===== config.mk =====
export PLATFORM = sky130hd
export DESIGN_NAME = amc_top
export DESIGN_NICKNAME = d
export VERILOG_FILES = /design/src/verilog/amc_sync.v /design/src/verilog/amc_timer.v /design/src/verilog/amc_top.v
export VERILOG_INCLUDE_DIRS = /design/src /design/src/verilog
export SDC_FILE = /design/constraint.sdc
export NUM_CORES = 1
export LEC_CHECK = 0
export BUFFER_PORTS_ARGS = -buffer_cell sky130_fd_sc_hd__buf_2
export CORE_AREA = 2 2 144 146
export CTS_BUF_LIST = sky130_fd_sc_hd__clkbuf_16
export DETAILED_ROUTE_END_ITERATION = 16
export DIE_AREA = 0 0 146 148
export PLACE_DENSITY = 0.63
export SYNTH_ARGS = -nofsm -noshare
export SYNTH_HDL_FRONTEND = slang
export SYNTH_HIERARCHICAL = 1
export SYNTH_SLANG_ARGS = --single-unit

===== constraint.sdc =====
create_clock -name sys_clk_in -period 7.2 [get_ports sys_clk_in]
set_input_delay 1.08 -clock sys_clk_in [delete_from_list [all_inputs] [get_ports sys_clk_in]]
set_output_delay 1.08 -clock sys_clk_in [all_outputs]
set_load 0.02 [all_outputs]

===== src/verilog/amc_consts.vh =====
`ifndef AMC_CONSTS_VH
`define AMC_CONSTS_VH

// Clock rate of sys_clk_in
`define AMC_CLK_MHZ        250

// Level-control timing, figures in their own units
`define AMC_ATK_BASE_US    32
`define AMC_ATK_FIX_US     256
`define AMC_HOLD_MIN_MS    90
`define AMC_HOLD_MAX_MS    120
`define AMC_REL_BASE_MS    4
`define AMC_REL_FIX_MS     128
`define AMC_US_PER_MS      1000

// Derived cycle counts
`define AMC_ATK_BASE_CYC   (`AMC_ATK_BASE_US * `AMC_CLK_MHZ)
`define AMC_ATK_FIX_CYC    (`AMC_ATK_FIX_US * `AMC_CLK_MHZ)
`define AMC_HOLD_CYC       (`AMC_HOLD_MIN_MS * `AMC_US_PER_MS * `AMC_CLK_MHZ)
`define AMC_REL_BASE_CYC   (`AMC_REL_BASE_MS * `AMC_US_PER_MS * `AMC_CLK_MHZ)
`define AMC_REL_FIX_CYC    (`AMC_REL_FIX_MS * `AMC_US_PER_MS * `AMC_CLK_MHZ)

// Gain codes, 0.5 dB per code, code 0 is 1 dB
`define AMC_GAIN_W         6
`define AMC_GAIN_FLOOR     6'h00
`define AMC_GAIN_MAX       6'h2F
`define AMC_GAIN_6DB       6'h0A
`define AMC_GAIN_12DB      6'h16
`define AMC_GAIN_18DB      6'h22
`define AMC_GAIN_24DB      6'h2E
`define AMC_GAIN_RST       6'h0A

// Latched operating mode, one-hot
`define AMC_MODE_NONE      3'h0
`define AMC_MODE_SER       3'h1
`define AMC_MODE_GSEL      3'h2
`define AMC_MODE_ALC       3'h4

// Mixer field positions of mode_control_reg
`define AMC_MIX_L2B_BIT    0
`define AMC_MIX_R2B_BIT    1

// Compression: two cuts, then one skipped tick; and mode capture cycle
`define AMC_COMP_SKIP_PH   2'h2
`define AMC_CAP_CYC        2'h2

`endif


===== src/verilog/amc_sync.v =====
`timescale 1ns/1ps
// Two-stage synchroniser for inputs from outside the clock domain
module amc_sync #(
  parameter W = 1
) (
  input  wire         sys_clk_in,
  input  wire         rst_in,
  input  wire         clk_en_in,
  input  wire [W-1:0] d_in,
  output reg  [W-1:0] q_out
);
  reg [W-1:0] meta_r;  // First stage, read only by the second

  // Plain double flop; nothing else may look at meta_r
  always @(posedge sys_clk_in or posedge rst_in) begin
    if (rst_in) begin
      meta_r <= {W{1'b0}};
      q_out  <= {W{1'b0}};
    end else if (clk_en_in) begin
      meta_r <= d_in;
      q_out  <= meta_r;
    end
  end
endmodule


===== src/verilog/amc_timer.v =====
`timescale 1ns/1ps
// Interval counter: start loads the period, tick pulses at each expiry
module amc_timer (
  input  wire        sys_clk_in,
  input  wire        rst_in,
  input  wire        clk_en_in,
  input  wire        start_in,
  input  wire        stop_in,
  input  wire [31:0] period_in,
  output reg         tick_out
);
  reg [31:0] cnt_r;  // Cycles left in the current interval
  reg        run_r;  // Counting

  // Start wins over stop so a restart is never lost
  always @(posedge sys_clk_in or posedge rst_in) begin
    if (rst_in) begin
      cnt_r    <= 32'h0000_0000;
      run_r    <= 1'b0;
      tick_out <= 1'b0;
    end else if (clk_en_in) begin
      tick_out <= 1'b0;
      if (start_in) begin
        // A zero period would never expire; treat it as one cycle
        cnt_r <= (period_in == 32'h0000_0000) ? 32'h0000_0000 : period_in - 32'h0000_0001;
        run_r <= 1'b1;
      end else if (stop_in) begin
        run_r <= 1'b0;
      end else if (run_r) begin
        if (cnt_r == 32'h0000_0000) begin
          // Periodic: reload for the next step
          tick_out <= 1'b1;
          cnt_r    <= (period_in == 32'h0000_0000) ? 32'h0000_0000 : period_in - 32'h0000_0001;
        end else begin
          cnt_r <= cnt_r - 32'h0000_0001;
        end
      end
    end
  end
endmodule


===== src/verilog/amc_top.v =====
`timescale 1ns/1ps
`include "amc_consts.vh"
// Function
// - Strap low: serial mode, pins are two-wire
// - Strap high: gain select, no bus, no ALC
// - Gain pins map to 6/12/18/24 dB
// - Strap floating: ALC mode, pins edge/threshold
// - ALC mode presets 18 dB, ALC always on
// - ALC mode: edge pin enables emission limiting
// - ALC mode: fixed 256 us, hold, 128 ms
// - Serial, ALC off: independent 48-step channel gains
// - Serial: sixteen threshold levels selectable
// - Serial: optional fixed-power threshold mode
// - Serial: four selectable edge-rate settings
// - Serial: route left or right to both
// - ALC enabled: ignore gain writes, left gain both
// - Below threshold keep preset; floor is 1 dB
// - Medium level: compress, two cuts per three
// - Large level: limit every step, stop at 1 dB
// - Attack fast, hold, then release gradually
// - Serial attack 32us-4ms, release 4-512ms steps
// - Mixer choice from mode control bits 0, 1
// - Soft knee off: limiter only
// - Level control changes gain in 0.5 dB steps, paced
module amc_top #(
  parameter [31:0] ATK_BASE_CYC = `AMC_ATK_BASE_CYC,
  parameter [31:0] ATK_FIX_CYC  = `AMC_ATK_FIX_CYC,
  parameter [31:0] HOLD_CYC     = `AMC_HOLD_CYC,
  parameter [31:0] REL_BASE_CYC = `AMC_REL_BASE_CYC,
  parameter [31:0] REL_FIX_CYC  = `AMC_REL_FIX_CYC
) (
  input  wire       sys_clk_in,
  input  wire       rst_in,
  input  wire       clk_en_in,
  input  wire       mode_strap_level_in,
  input  wire       mode_strap_float_in,
  input  wire       pin_c3_in,
  input  wire       pin_c4_in,
  output reg        pin_c4_out,
  output reg        pin_c4_oe_out,
  input  wire       twi_sda_low_in,
  input  wire       over_knee_in,
  input  wire       over_limit_in,
  input  wire       gain_wr_left_in,
  input  wire       gain_wr_right_in,
  input  wire [5:0] gain_wdata_in,
  input  wire       level_ctrl_on_in,
  input  wire       knee_en_in,
  input  wire [2:0] attack_sel_in,
  input  wire [2:0] release_sel_in,
  input  wire [3:0] thresh_sel_in,
  input  wire       fixed_power_in,
  input  wire [1:0] edge_rate_in,
  input  wire [1:0] mode_control_reg_in,
  output reg  [2:0] mode_out,
  output reg        twi_enable_out,
  output reg        twi_scl_out,
  output reg        twi_scl_rise_out,
  output reg        twi_sda_out,
  output reg  [5:0] left_gain_out,
  output reg  [5:0] right_gain_out,
  output reg        alc_active_out,
  output reg        alc_reducing_out,
  output reg        emi_limit_on_out,
  output reg  [1:0] edge_rate_out,
  output reg  [3:0] thresh_level_out,
  output reg        thresh_ext_out,
  output reg        fixed_power_out,
  output reg        route_left_both_out,
  output reg        route_right_both_out
);
  // Level-control states, one-hot
  localparam [3:0] ST_IDLE = 4'h1;
  localparam [3:0] ST_ATK  = 4'h2;
  localparam [3:0] ST_HOLD = 4'h4;
  localparam [3:0] ST_REL  = 4'h8;

  // Strap decode: float wins, then level
  function [2:0] amc_strap_mode;
    input flt;
    input lvl;
    begin
      if (flt)
        amc_strap_mode = `AMC_MODE_ALC;
      else if (lvl)
        amc_strap_mode = `AMC_MODE_GSEL;
      else
        amc_strap_mode = `AMC_MODE_SER;
    end
  endfunction

  // Gain select pins to gain code
  function [5:0] amc_gsel_gain;
    input [1:0] sel;
    begin
      case (sel)
        2'h0:    amc_gsel_gain = `AMC_GAIN_6DB;
        2'h1:    amc_gsel_gain = `AMC_GAIN_12DB;
        2'h2:    amc_gsel_gain = `AMC_GAIN_18DB;
        default: amc_gsel_gain = `AMC_GAIN_24DB;
      endcase
    end
  endfunction

  wire [1:0]  strap_s;       // Synchronised strap
  wire [3:0]  pin_s;         // c3, c4, knee, limit synchronised
  wire        c3_s;          // Shared pin C3
  wire        c4_s;          // Shared pin C4
  wire        knee_s;        // Compression comparator
  wire        limit_s;       // Limiting comparator
  reg  [1:0]  cap_cnt_r;     // Cycles since reset release
  reg  [2:0]  mode_r;        // Latched operating mode
  reg  [5:0]  left_gain_r;   // left_gain_reg contents
  reg  [5:0]  right_gain_r;  // right_gain_reg contents
  reg  [3:0]  st_r;          // Level-control state
  reg  [3:0]  st_nxt;
  reg  [5:0]  alc_gain_r;    // Level-control gain
  reg  [5:0]  alc_gain_nxt;
  reg  [1:0]  ph_r;          // Compression phase
  reg  [1:0]  ph_nxt;
  reg         step_start;    // Restart the step timer
  reg         hold_start;    // Start the hold timer
  reg         scl_d_r;       // Previous clock pin level
  wire        step_tick;     // One step period elapsed
  wire        hold_tick;     // Hold period elapsed
  wire        mode_ser;
  wire        mode_alc;
  wire        mode_gsel;
  wire        alc_on;        // Level control running
  wire        knee_on;       // Compression region allowed
  wire        over;          // Output above a threshold
  wire [5:0]  preset;        // Gain to rest at
  wire [5:0]  wr_gain;       // Write data clamped to 48 steps
  wire [31:0] atk_per;
  wire [31:0] rel_per;

  // Strap and pins cross into the clock domain first
  amc_sync #(.W(2)) u_strap_sync (
    .sys_clk_in (sys_clk_in),
    .rst_in     (rst_in),
    .clk_en_in  (clk_en_in),
    .d_in       ({mode_strap_float_in, mode_strap_level_in}),
    .q_out      (strap_s)
  );

  amc_sync #(.W(4)) u_pin_sync (
    .sys_clk_in (sys_clk_in),
    .rst_in     (rst_in),
    .clk_en_in  (clk_en_in),
    .d_in       ({pin_c3_in, pin_c4_in, over_knee_in, over_limit_in}),
    .q_out      (pin_s)
  );

  assign c3_s    = pin_s[3];
  assign c4_s    = pin_s[2];
  assign knee_s  = pin_s[1];
  assign limit_s = pin_s[0];

  assign mode_ser  = (mode_r == `AMC_MODE_SER);
  assign mode_alc  = (mode_r == `AMC_MODE_ALC);
  assign mode_gsel = (mode_r == `AMC_MODE_GSEL);

  // ALC mode forces level control on; gain select forces it off
  assign alc_on  = mode_alc | (mode_ser & level_ctrl_on_in);
  assign preset  = mode_alc ? `AMC_GAIN_18DB : left_gain_r;
  assign knee_on = mode_alc | knee_en_in;
  assign over    = limit_s | (knee_on & knee_s);
  assign wr_gain = (gain_wdata_in > `AMC_GAIN_MAX) ? `AMC_GAIN_MAX : gain_wdata_in;

  // Step periods: fixed in ALC mode, doubled per select code in serial mode
  assign atk_per = mode_alc ? ATK_FIX_CYC : (ATK_BASE_CYC << attack_sel_in);
  assign rel_per = mode_alc ? REL_FIX_CYC : (REL_BASE_CYC << release_sel_in);

  // Mode is caught once the strap has crossed both flops, then frozen
  always @(posedge sys_clk_in or posedge rst_in) begin
    if (rst_in) begin
      cap_cnt_r <= 2'h0;
      mode_r    <= `AMC_MODE_NONE;
    end else if (clk_en_in) begin
      if (cap_cnt_r != 2'h3)
        cap_cnt_r <= cap_cnt_r + 2'h1;
      if (cap_cnt_r == `AMC_CAP_CYC)
        mode_r <= amc_strap_mode(strap_s[1], strap_s[0]);
    end
  end

  // Channel gain registers; writes drop while level control owns gain
  always @(posedge sys_clk_in or posedge rst_in) begin
    if (rst_in) begin
      left_gain_r  <= `AMC_GAIN_RST;
      right_gain_r <= `AMC_GAIN_RST;
    end else if (clk_en_in) begin
      if (mode_ser & ~level_ctrl_on_in) begin
        if (gain_wr_left_in)
          left_gain_r <= wr_gain;
        if (gain_wr_right_in)
          right_gain_r <= wr_gain;
      end
    end
  end

  // Level-control next state: attack, hold, release around the preset
  always @* begin
    st_nxt       = st_r;
    alc_gain_nxt = alc_gain_r;
    ph_nxt       = ph_r;
    step_start   = 1'b0;
    hold_start   = 1'b0;
    if (!alc_on) begin
      // Idle controller tracks the preset so enabling starts clean
      st_nxt       = ST_IDLE;
      alc_gain_nxt = preset;
      ph_nxt       = 2'h0;
    end else begin
      case (st_r)
        ST_IDLE: begin
          alc_gain_nxt = preset;
          if (over) begin
            st_nxt     = ST_ATK;
            step_start = 1'b1;
            ph_nxt     = 2'h0;
          end
        end
        ST_ATK: begin
          if (step_tick) begin
            if (over) begin
              // Limiting cuts every step; compression skips one in three
              if ((limit_s | (ph_r != `AMC_COMP_SKIP_PH)) &&
                  (alc_gain_r > `AMC_GAIN_FLOOR))
                alc_gain_nxt = alc_gain_r - 6'h01;
              ph_nxt = (limit_s | (ph_r == `AMC_COMP_SKIP_PH)) ? 2'h0 : ph_r + 2'h1;
            end else begin
              st_nxt     = ST_HOLD;
              hold_start = 1'b1;
            end
          end
        end
        ST_HOLD: begin
          if (over) begin
            st_nxt     = ST_ATK;
            step_start = 1'b1;
            ph_nxt     = 2'h0;
          end else if (hold_tick) begin
            st_nxt     = ST_REL;
            step_start = 1'b1;
          end
        end
        ST_REL: begin
          if (over) begin
            st_nxt     = ST_ATK;
            step_start = 1'b1;
            ph_nxt     = 2'h0;
          end else if (alc_gain_r >= preset) begin
            st_nxt       = ST_IDLE;
            alc_gain_nxt = preset;
          end else if (step_tick) begin
            alc_gain_nxt = alc_gain_r + 6'h01;
          end
        end
        default: begin
          st_nxt       = ST_IDLE;
          alc_gain_nxt = preset;
        end
      endcase
    end
  end

  // Level-control state registers
  always @(posedge sys_clk_in or posedge rst_in) begin
    if (rst_in) begin
      st_r       <= ST_IDLE;
      alc_gain_r <= `AMC_GAIN_FLOOR;
      ph_r       <= 2'h0;
    end else if (clk_en_in) begin
      st_r       <= st_nxt;
      alc_gain_r <= alc_gain_nxt;
      ph_r       <= ph_nxt;
    end
  end

  // Step pace; the period follows the state being entered
  amc_timer u_step_tmr (
    .sys_clk_in (sys_clk_in),
    .rst_in     (rst_in),
    .clk_en_in  (clk_en_in),
    .start_in   (step_start),
    .stop_in    ((st_nxt == ST_IDLE) | (st_nxt == ST_HOLD)),
    .period_in  ((st_nxt == ST_ATK) ? atk_per : rel_per),
    .tick_out   (step_tick)
  );

  // Hold interval; fixed in every mode
  amc_timer u_hold_tmr (
    .sys_clk_in (sys_clk_in),
    .rst_in     (rst_in),
    .clk_en_in  (clk_en_in),
    .start_in   (hold_start),
    .stop_in    (st_r != ST_HOLD),
    .period_in  (HOLD_CYC),
    .tick_out   (hold_tick)
  );

  // Registered outputs, steered by the latched mode
  always @(posedge sys_clk_in or posedge rst_in) begin
    if (rst_in) begin
      mode_out             <= `AMC_MODE_NONE;
      twi_enable_out       <= 1'b0;
      twi_scl_out          <= 1'b0;
      twi_scl_rise_out     <= 1'b0;
      twi_sda_out          <= 1'b0;
      pin_c4_out           <= 1'b0;
      pin_c4_oe_out        <= 1'b0;
      scl_d_r              <= 1'b0;
      left_gain_out        <= `AMC_GAIN_FLOOR;
      right_gain_out       <= `AMC_GAIN_FLOOR;
      alc_active_out       <= 1'b0;
      alc_reducing_out     <= 1'b0;
      emi_limit_on_out     <= 1'b0;
      edge_rate_out        <= 2'h0;
      thresh_level_out     <= 4'h0;
      thresh_ext_out       <= 1'b0;
      fixed_power_out      <= 1'b0;
      route_left_both_out  <= 1'b0;
      route_right_both_out <= 1'b0;
    end else if (clk_en_in) begin
      mode_out <= mode_r;
      // Two-wire pins only in serial mode; data line is open drain
      scl_d_r          <= c3_s;
      twi_enable_out   <= mode_ser;
      twi_scl_out      <= mode_ser & c3_s;
      twi_scl_rise_out <= mode_ser & c3_s & ~scl_d_r;
      twi_sda_out      <= mode_ser & c4_s;
      pin_c4_out       <= 1'b0;
      pin_c4_oe_out    <= mode_ser & twi_sda_low_in;
      alc_active_out   <= alc_on;
      alc_reducing_out <= alc_on & (st_r == ST_ATK);
      // Gain path
      if (mode_gsel) begin
        left_gain_out  <= amc_gsel_gain({c4_s, c3_s});
        right_gain_out <= amc_gsel_gain({c4_s, c3_s});
      end else if (alc_on) begin
        left_gain_out  <= alc_gain_r;
        right_gain_out <= alc_gain_r;
      end else if (mode_ser) begin
        left_gain_out  <= left_gain_r;
        right_gain_out <= right_gain_r;
      end else begin
        left_gain_out  <= `AMC_GAIN_FLOOR;
        right_gain_out <= `AMC_GAIN_FLOOR;
      end
      // Emission control: pin in ALC mode, field in serial, off otherwise
      if (mode_alc) begin
        emi_limit_on_out <= c3_s;
        edge_rate_out    <= c3_s ? 2'h3 : 2'h0;
      end else if (mode_ser) begin
        emi_limit_on_out <= (edge_rate_in != 2'h0);
        edge_rate_out    <= edge_rate_in;
      end else begin
        emi_limit_on_out <= 1'b0;
        edge_rate_out    <= 2'h0;
      end
      // Threshold source: resistor pin in ALC mode, field in serial
      thresh_ext_out       <= mode_alc;
      thresh_level_out     <= mode_ser ? thresh_sel_in : 4'h0;
      fixed_power_out      <= mode_ser & fixed_power_in;
      route_left_both_out  <= mode_ser & mode_control_reg_in[`AMC_MIX_L2B_BIT];
      route_right_both_out <= mode_ser & mode_control_reg_in[`AMC_MIX_R2B_BIT];
    end
  end
endmodule


==> flow_summary.yaml, run 1 <==
outcome:
  status: "finished, final reports clean"
synth:
  post-synth-top-count-cell: "dfrtp_1"
  synth_common_cells: "dfrtp_1 (138), nand2_1 (128), nor2_1 (111)"
  yosysSeqAreaShare_pct: 36.17
  synth_area_um2: 9911
  synth_top_area_share_pct: 34.84
  yosys.area_share.simple_pct: 25.79
  post_synth_xor_area_fraction_pct: 4.330
  yosys.area_share.adder_pct: 3.257
  synth_edf_count: 0
  synth-main-ff-cell: "dfrtp_1"
  ys_warn_count: 6
  synth-compound-area-share_pct: 21.94
  syn_inst: 1176
  ys_ff_latch: 143
  synth_area_leaders: "dfrtp_1 (35%), o21ai_0 (5.0%), nand2_1 (4.8%)"
  synth.distinct_cells: 90
  muxShareOfSynthArea_pct: 3.649
  async_flop_share_pct: 100.0
  syn_avg_cell_area_um2: 8.428
  yosysTopAreaCell: "dfrtp_1"
  synth_top_family_by_area: "simple AND/OR/NAND/NOR gates"
worst_hold_path:
  worstHoldPathType: "register to register"
  hold_depth: 2
  min_from: "u_hold_tmr/run_r$_DFFE_PP0P_"
sta:
  slew_violations: 0
  tns_ps: 0
  fin_skew_ps: 10.80
  worst_pin_slew_ps: 1178
  fin_crit_sh_pct: 66.57
  hold_viol: 0
  setup_viol: 0
  worst_slack_ps: 2407
  fin_crit_ps: 4793
  maxSlewHeadroom_pct: 20.77
  clock.fmax_mhz: 208.6
  rsz0062_at_grt: "no"
finish:
  area_growth_syn_to_layout_pct: 16.75
  final_layout_size_suffix_gt1_share_pct: 12.93
  antennaDiodeCount: 0
  stdcell_area_um2: 11570
  fillers: 1923
  final_cells: 1647
  final_nets: 1424
  final_util_pct: 57.74
critical_path:
  endpoint_kind: "register"
  critPathRequiredTime_ps: 7510
  criticalPathCategory: "input port to register"
  startpoint_type: "input port"
  r2r_cells: 12
  reg2reg_from: "mode_r[2]$_DFFE_PP0P_"
  crit_fanout: 18
  cp-startpoint: "level_ctrl_on_in"
  cp.arrival_ps: 5110
pwr:
  vdd_ir_drop_max_mv: 0.1712
  power_density_nw_per_um2: 316.0
  power_leakage_nw: 5.024
global_routing:
  met2_usage_pct: 39.81
  use_met3_pct: 4.290
  gr-usage-all-layers_pct: 24.87
  grt_max_degree: 82
  grt_util_met1_pct: 34.26
  top_usage_layer: "met2"
  grt.overflow.total: 0
  grt_first_pass_wirelength_um: 44170
  antenna_found_initial: 0
  grt_pass1_vias: 8731
cts:
  cts.sinks: 143
  cts_setup_buffers: 0
  cts_hold_buf: 0
  cts_max_level: 4
  ctsResizeCount: 0
  cts_buffer_depth: 2
  numCtsBuffers: 17
  cts.clk_slew.worst_paths_ps: 70
  cts-root-buf: "clkbuf_16"
  cts_tree: "done"
  clk_latency_ps: 430
routing:
  initialDrtViolationCount: 758
  remaining_drc_errors: 0
  vias_per_cell: 5.584
  ant_nets: 0
  first_pass_iters: 5
  wire_per_inst_um: 15.83
  vias: 9197
  totalWireLength_um: 26080
floorplan:
  chipHeight_um: 148
  dieArea_um2: 21610
  ioPinCount: 69
  coreArea_um2: 20040
  fp-row-count: 52
  die_w_um: 146
  initial_core_util_pct: 49.46
placed_design:
  gp_congestion: 0.9037
  placedCellCount: 1615
  postPlaceCellArea_um2: 10960
  port_buffers: 67
  dp_hpwl_um: 18360
  dpl_worst_slack_ps: 2017
run:
  drv_cap: 0
## logic make-up (layout without fill, tap and decap cells)
| group | Yosys count | count (layout) |
|---|---|---|
| xor gates and xnor gates | 49 | 49 |
| and+or+nand+nor | 486 | 486 |
| adders and majority gates | 26 | 26 |
| DFF | 143 | 143 |
| buffers and inverters | 111 | 164 |
| other | 2 | 150 |
| muxes | 30 | 30 |
| AOI/OAI and AO/OA | 329 | 329 |
## power by group
part	internal [W]	switching, W
Clock	0.000473	0.000430
Combinational	0.000537	0.000982
Sequential	0.00102	0.000216
Total	0.00203	0.00163
## metrics by stage
step                hold WS, ps  power [W]
floorplan                 436.6   0.002343
global placement          458.6   0.002735
detailed placement        468.1   0.002745
CTS                       483.2   0.003664
global route              504.6   0.003917
finish                    477.6   0.003657
## routing by layer
layer	wire length (um)	up-vias
met5	0	-
met4	651	0
met3	1248	46
met2	12010	232
met1	12160	4331
li1	-	4588
## worst max-delay path, stage by stage
cell and delay [ps]:
buf_2 90, nor4bb_1 390, or2_2 400, o21ai_1 360, nand2_1 250, o31ai_1 150, nor4_1 690, and2_1 280
nand3_1 230, o21ai_1 700, nor2_1 130, o32a_1 350
## cell usage in the layout (no fill, tap or decap), drive strengths merged, types with 29 or more instances in the layout
cell type  instances
nand3             33
o21ai            104
a21oi             77
inv               62
conb             150
nor2             113
nor4              33
xor2              29
dfrtp            138
nand2            128
nor3              60
buf               80
## sequential cells by signal, indices dropped and copies added (netlist names), 4 cells and up
signal,flops
u_pin_sync/meta_r,4
u_pin_sync/q_out,4
left_gain_r,6
right_gain_out,6
alc_gain_r,6
right_gain_r,6
u_hold_tmr/cnt_r,32
thresh_level_out,4
st_r,4
left_gain_out,6
u_step_tmr/cnt_r,32
## layout make-up
cell class	instances	area, um2	share of cell area (%)
tap	270	337.8	2.920
sequential	143	3585	30.98
inverter	52	195.2	1.687
clock buffer	17	425.4	3.676
clock inverter	15	181.4	1.568
multi-input combinational	1070	6411	55.41
timing repair buffer	80	435.4	3.763
## final timing paths
path	endpoint	slack (ps)
min reg2reg	u_hold_tmr/run_r$_DFFE_PP0P_	480
max	u_step_tmr/cnt_r[17]$_DFFE_PP0P_	2410
max in group asynchronous	left_gain_out[4]$_DFFE_PP0P_	5710
min	u_hold_tmr/run_r$_DFFE_PP0P_	480
min in group asynchronous	u_strap_sync/meta_r[1]$_DFFE_PP0P_	600
max reg2reg	u_step_tmr/cnt_r[17]$_DFFE_PP0P_	2550
(Power assumes the default switching activity.)
==> run 2, diff against run 1 <==
- PLACE_DENSITY: 0.63 -> 0.66
- clock period: 7.2 -> 4.1 ns (I/O delays scaled with it)
==> run 2 against run 1 <==
Critical path type is now register to register. Clock-buffer cell count did not move. Die area did not move. Register-to-register slack got worse by 2200 ps. Sequential power rose by 75%. Final area rose by 2.2%. Global-route usage barely moved. Highest routed layer unchanged. Core utilization rose by 1.3 points. Sequential cell count did not move. Critical path depth rose by 1. Non-clock buffer count rose by 32.
==> flow_summary.yaml, run 2 (synthesis gave the netlist of run 1 again) <==
placed_design:
  port_buffers: 67
  placedCellCount: 1647
  gp_congestion: 0.9021
  dp_hpwl_um: 18810
  postPlaceCellArea_um2: 11200
cts:
  numCtsBuffers: 17
  cts_max_level: 4
  cts_buffer_depth: 2
  cts.clk_slew.worst_paths_ps: 80
  ctsResizeCount: 0
  cts_setup_buffers: 0
  clk_latency_ps: 440
  cts_hold_buf: 0
  cts_tree: "done"
  cts-root-buf: "clkbuf_16"
  cts.sinks: 143
critical_path:
  worst-path-buf-inv: 1
  critPathRequiredTime_ps: 4410
  cp-startpoint: "mode_r[1]$_DFFE_PP0P_"
  cp.arrival_ps: 4100
  startpoint_type: "register"
  endpoint_kind: "register"
  cp_common_cell: "a21oi_1"
  crit_family: "simple AND/OR/NAND/NOR gates"
  crit_path_max_incr_delay_ps: 560
  path_cells: "buf_4 > and4bb_1 > nor2_4 > a21oi_1 > o21ai_1 > nand2_1 > nor3_1 > or4_1 > or3_4 > nor4_4 > a211o_1 > a21oi_1 > a221o_1"
  slowest_stage: "or4_1"
  reg2reg_from: "mode_r[1]$_DFFE_PP0P_"
  crit_fanout: 10
  criticalPathCategory: "register to register"
finish:
  final_nets: 1456
  final_cells: 1679
  fillers: 1857
  stdcell_area_um2: 11820
  layout_common_cells: "conb_1 (150), dfrtp_1 (138), nand2_1 (127), nor2_1 (110), o21ai_0 (99)"
  top_regs: "u_hold_tmr/cnt_r x32, u_step_tmr/cnt_r x32"
  final_layout_size_suffix_gt1_share_pct: 15.19
  area_growth_syn_to_layout_pct: 19.30
  antennaDiodeCount: 0
  layout_commonest_cell: "conb_1"
sta:
  fin_skew_ps: 15.69
  tns_ps: 0
  rsz0062_at_grt: "no"
  hold_viol: 0
  fin_crit_ps: 3792
  clock.fmax_mhz: 263.7
  maxSlewHeadroom_pct: 30.48
  worst_pin_slew_ps: 1039
  fin_crit_sh_pct: 92.48
  setup_viol: 0
  slew_violations: 0
  holdWs_ps: 128.8
outcome:
  status: "finished, final reports clean"
floorplan:
  dieArea_um2: 21610
  die_w_um: 146
  coreArea_um2: 20040
  ioPinCount: 69
  chipHeight_um: 148
  initial_core_util_pct: 49.46
  fp-row-count: 52
global_routing:
  grt_pass1_vias: 8816
  grt_first_pass_wirelength_um: 44240
  grt_max_degree: 54
  antenna_found_initial: 0
  gr-usage-all-layers_pct: 24.90
  grt.overflow.total: 0
routing:
  remaining_drc_errors: 0
  ant_nets: 0
  vias: 9343
  wire_per_inst_um: 15.51
  first_pass_iters: 7
  initialDrtViolationCount: 705
  totalWireLength_um: 26040
  vias_per_cell: 5.565
pwr:
  power_density_nw_per_um2: 559.8
  vdd_ir_drop_max_mv: 0.3183
  power_leakage_nw: 5.182
run:
  drv_cap: 0
worst_hold_path:
  worstHoldPathType: "input port to asynchronous set/reset pin"
-- run 2: cell count changes in the layout (fill, tap and decap cells not counted), sizes merged --
cell	delta
inv	-2
buf	+32
clkinv	+2
-- run 2: layer usage --
layer	up-vias	track usage, %	wire, um	part of all wire, %
met5	-	0	0	0
li1	4648	-	-	-
met2	245	38.84	11860	46
met3	41	3.981	1148	4.4
met4	0	8.107	550	2.1
met1	4409	35.57	12480	48
-- run 2: where the power goes --
group | switching [W] | internal (W)
sequential | 0.000381 | 0.00179
clock | 0.000752 | 0.000827
combinational | 0.00176 | 0.00111
total | 0.00289 | 0.00373
-- run 2: cell type report --
| type | instances | area, um2 | area share, % |
|---|---|---|---|
| Inverter | 52 | 195.2 | 1.651 |
| Clock buffer | 17 | 425.4 | 3.598 |
| Clock inverter | 15 | 181.4 | 1.534 |
| Tap cell | 270 | 337.8 | 2.857 |
| Timing Repair Buffer | 112 | 675.6 | 5.714 |
| Multi-Input combinational cell | 1070 | 6424 | 54.33 |
| Sequential cell | 143 | 3585 | 30.32 |
-- run 2: worst paths after layout --
path	to	slack, ps	depth (start not counted)
setup / recovery	u_step_tmr/cnt_r[11]$_DFFE_PP0P_	310	13
hold / removal	u_strap_sync/meta_r[1]$_DFFE_PP0P_	130	2
setup reg to reg	u_step_tmr/cnt_r[11]$_DFFE_PP0P_	310	13
hold reg to reg	u_hold_tmr/run_r$_DFFE_PP0P_	480	2
max in group asynchronous	right_gain_r[1]$_DFFE_PP1P_	2800	3
min in group sys_clk_in	u_pin_sync/meta_r[3]$_DFFE_PP0P_	400	2
-- run 2: stage by stage --
stage	setup slack [ps]	util (%)	total power [W]
final	308.3	59.00	0.006619
after global routing	7.699	59.00	0.007089
after CTS	147.0	58.94	0.006602
after detailed placement	157.6	55.91	0.004999
after global placement	226.8	55.91	0.004971
after floorplan	272.0	-	0.004115
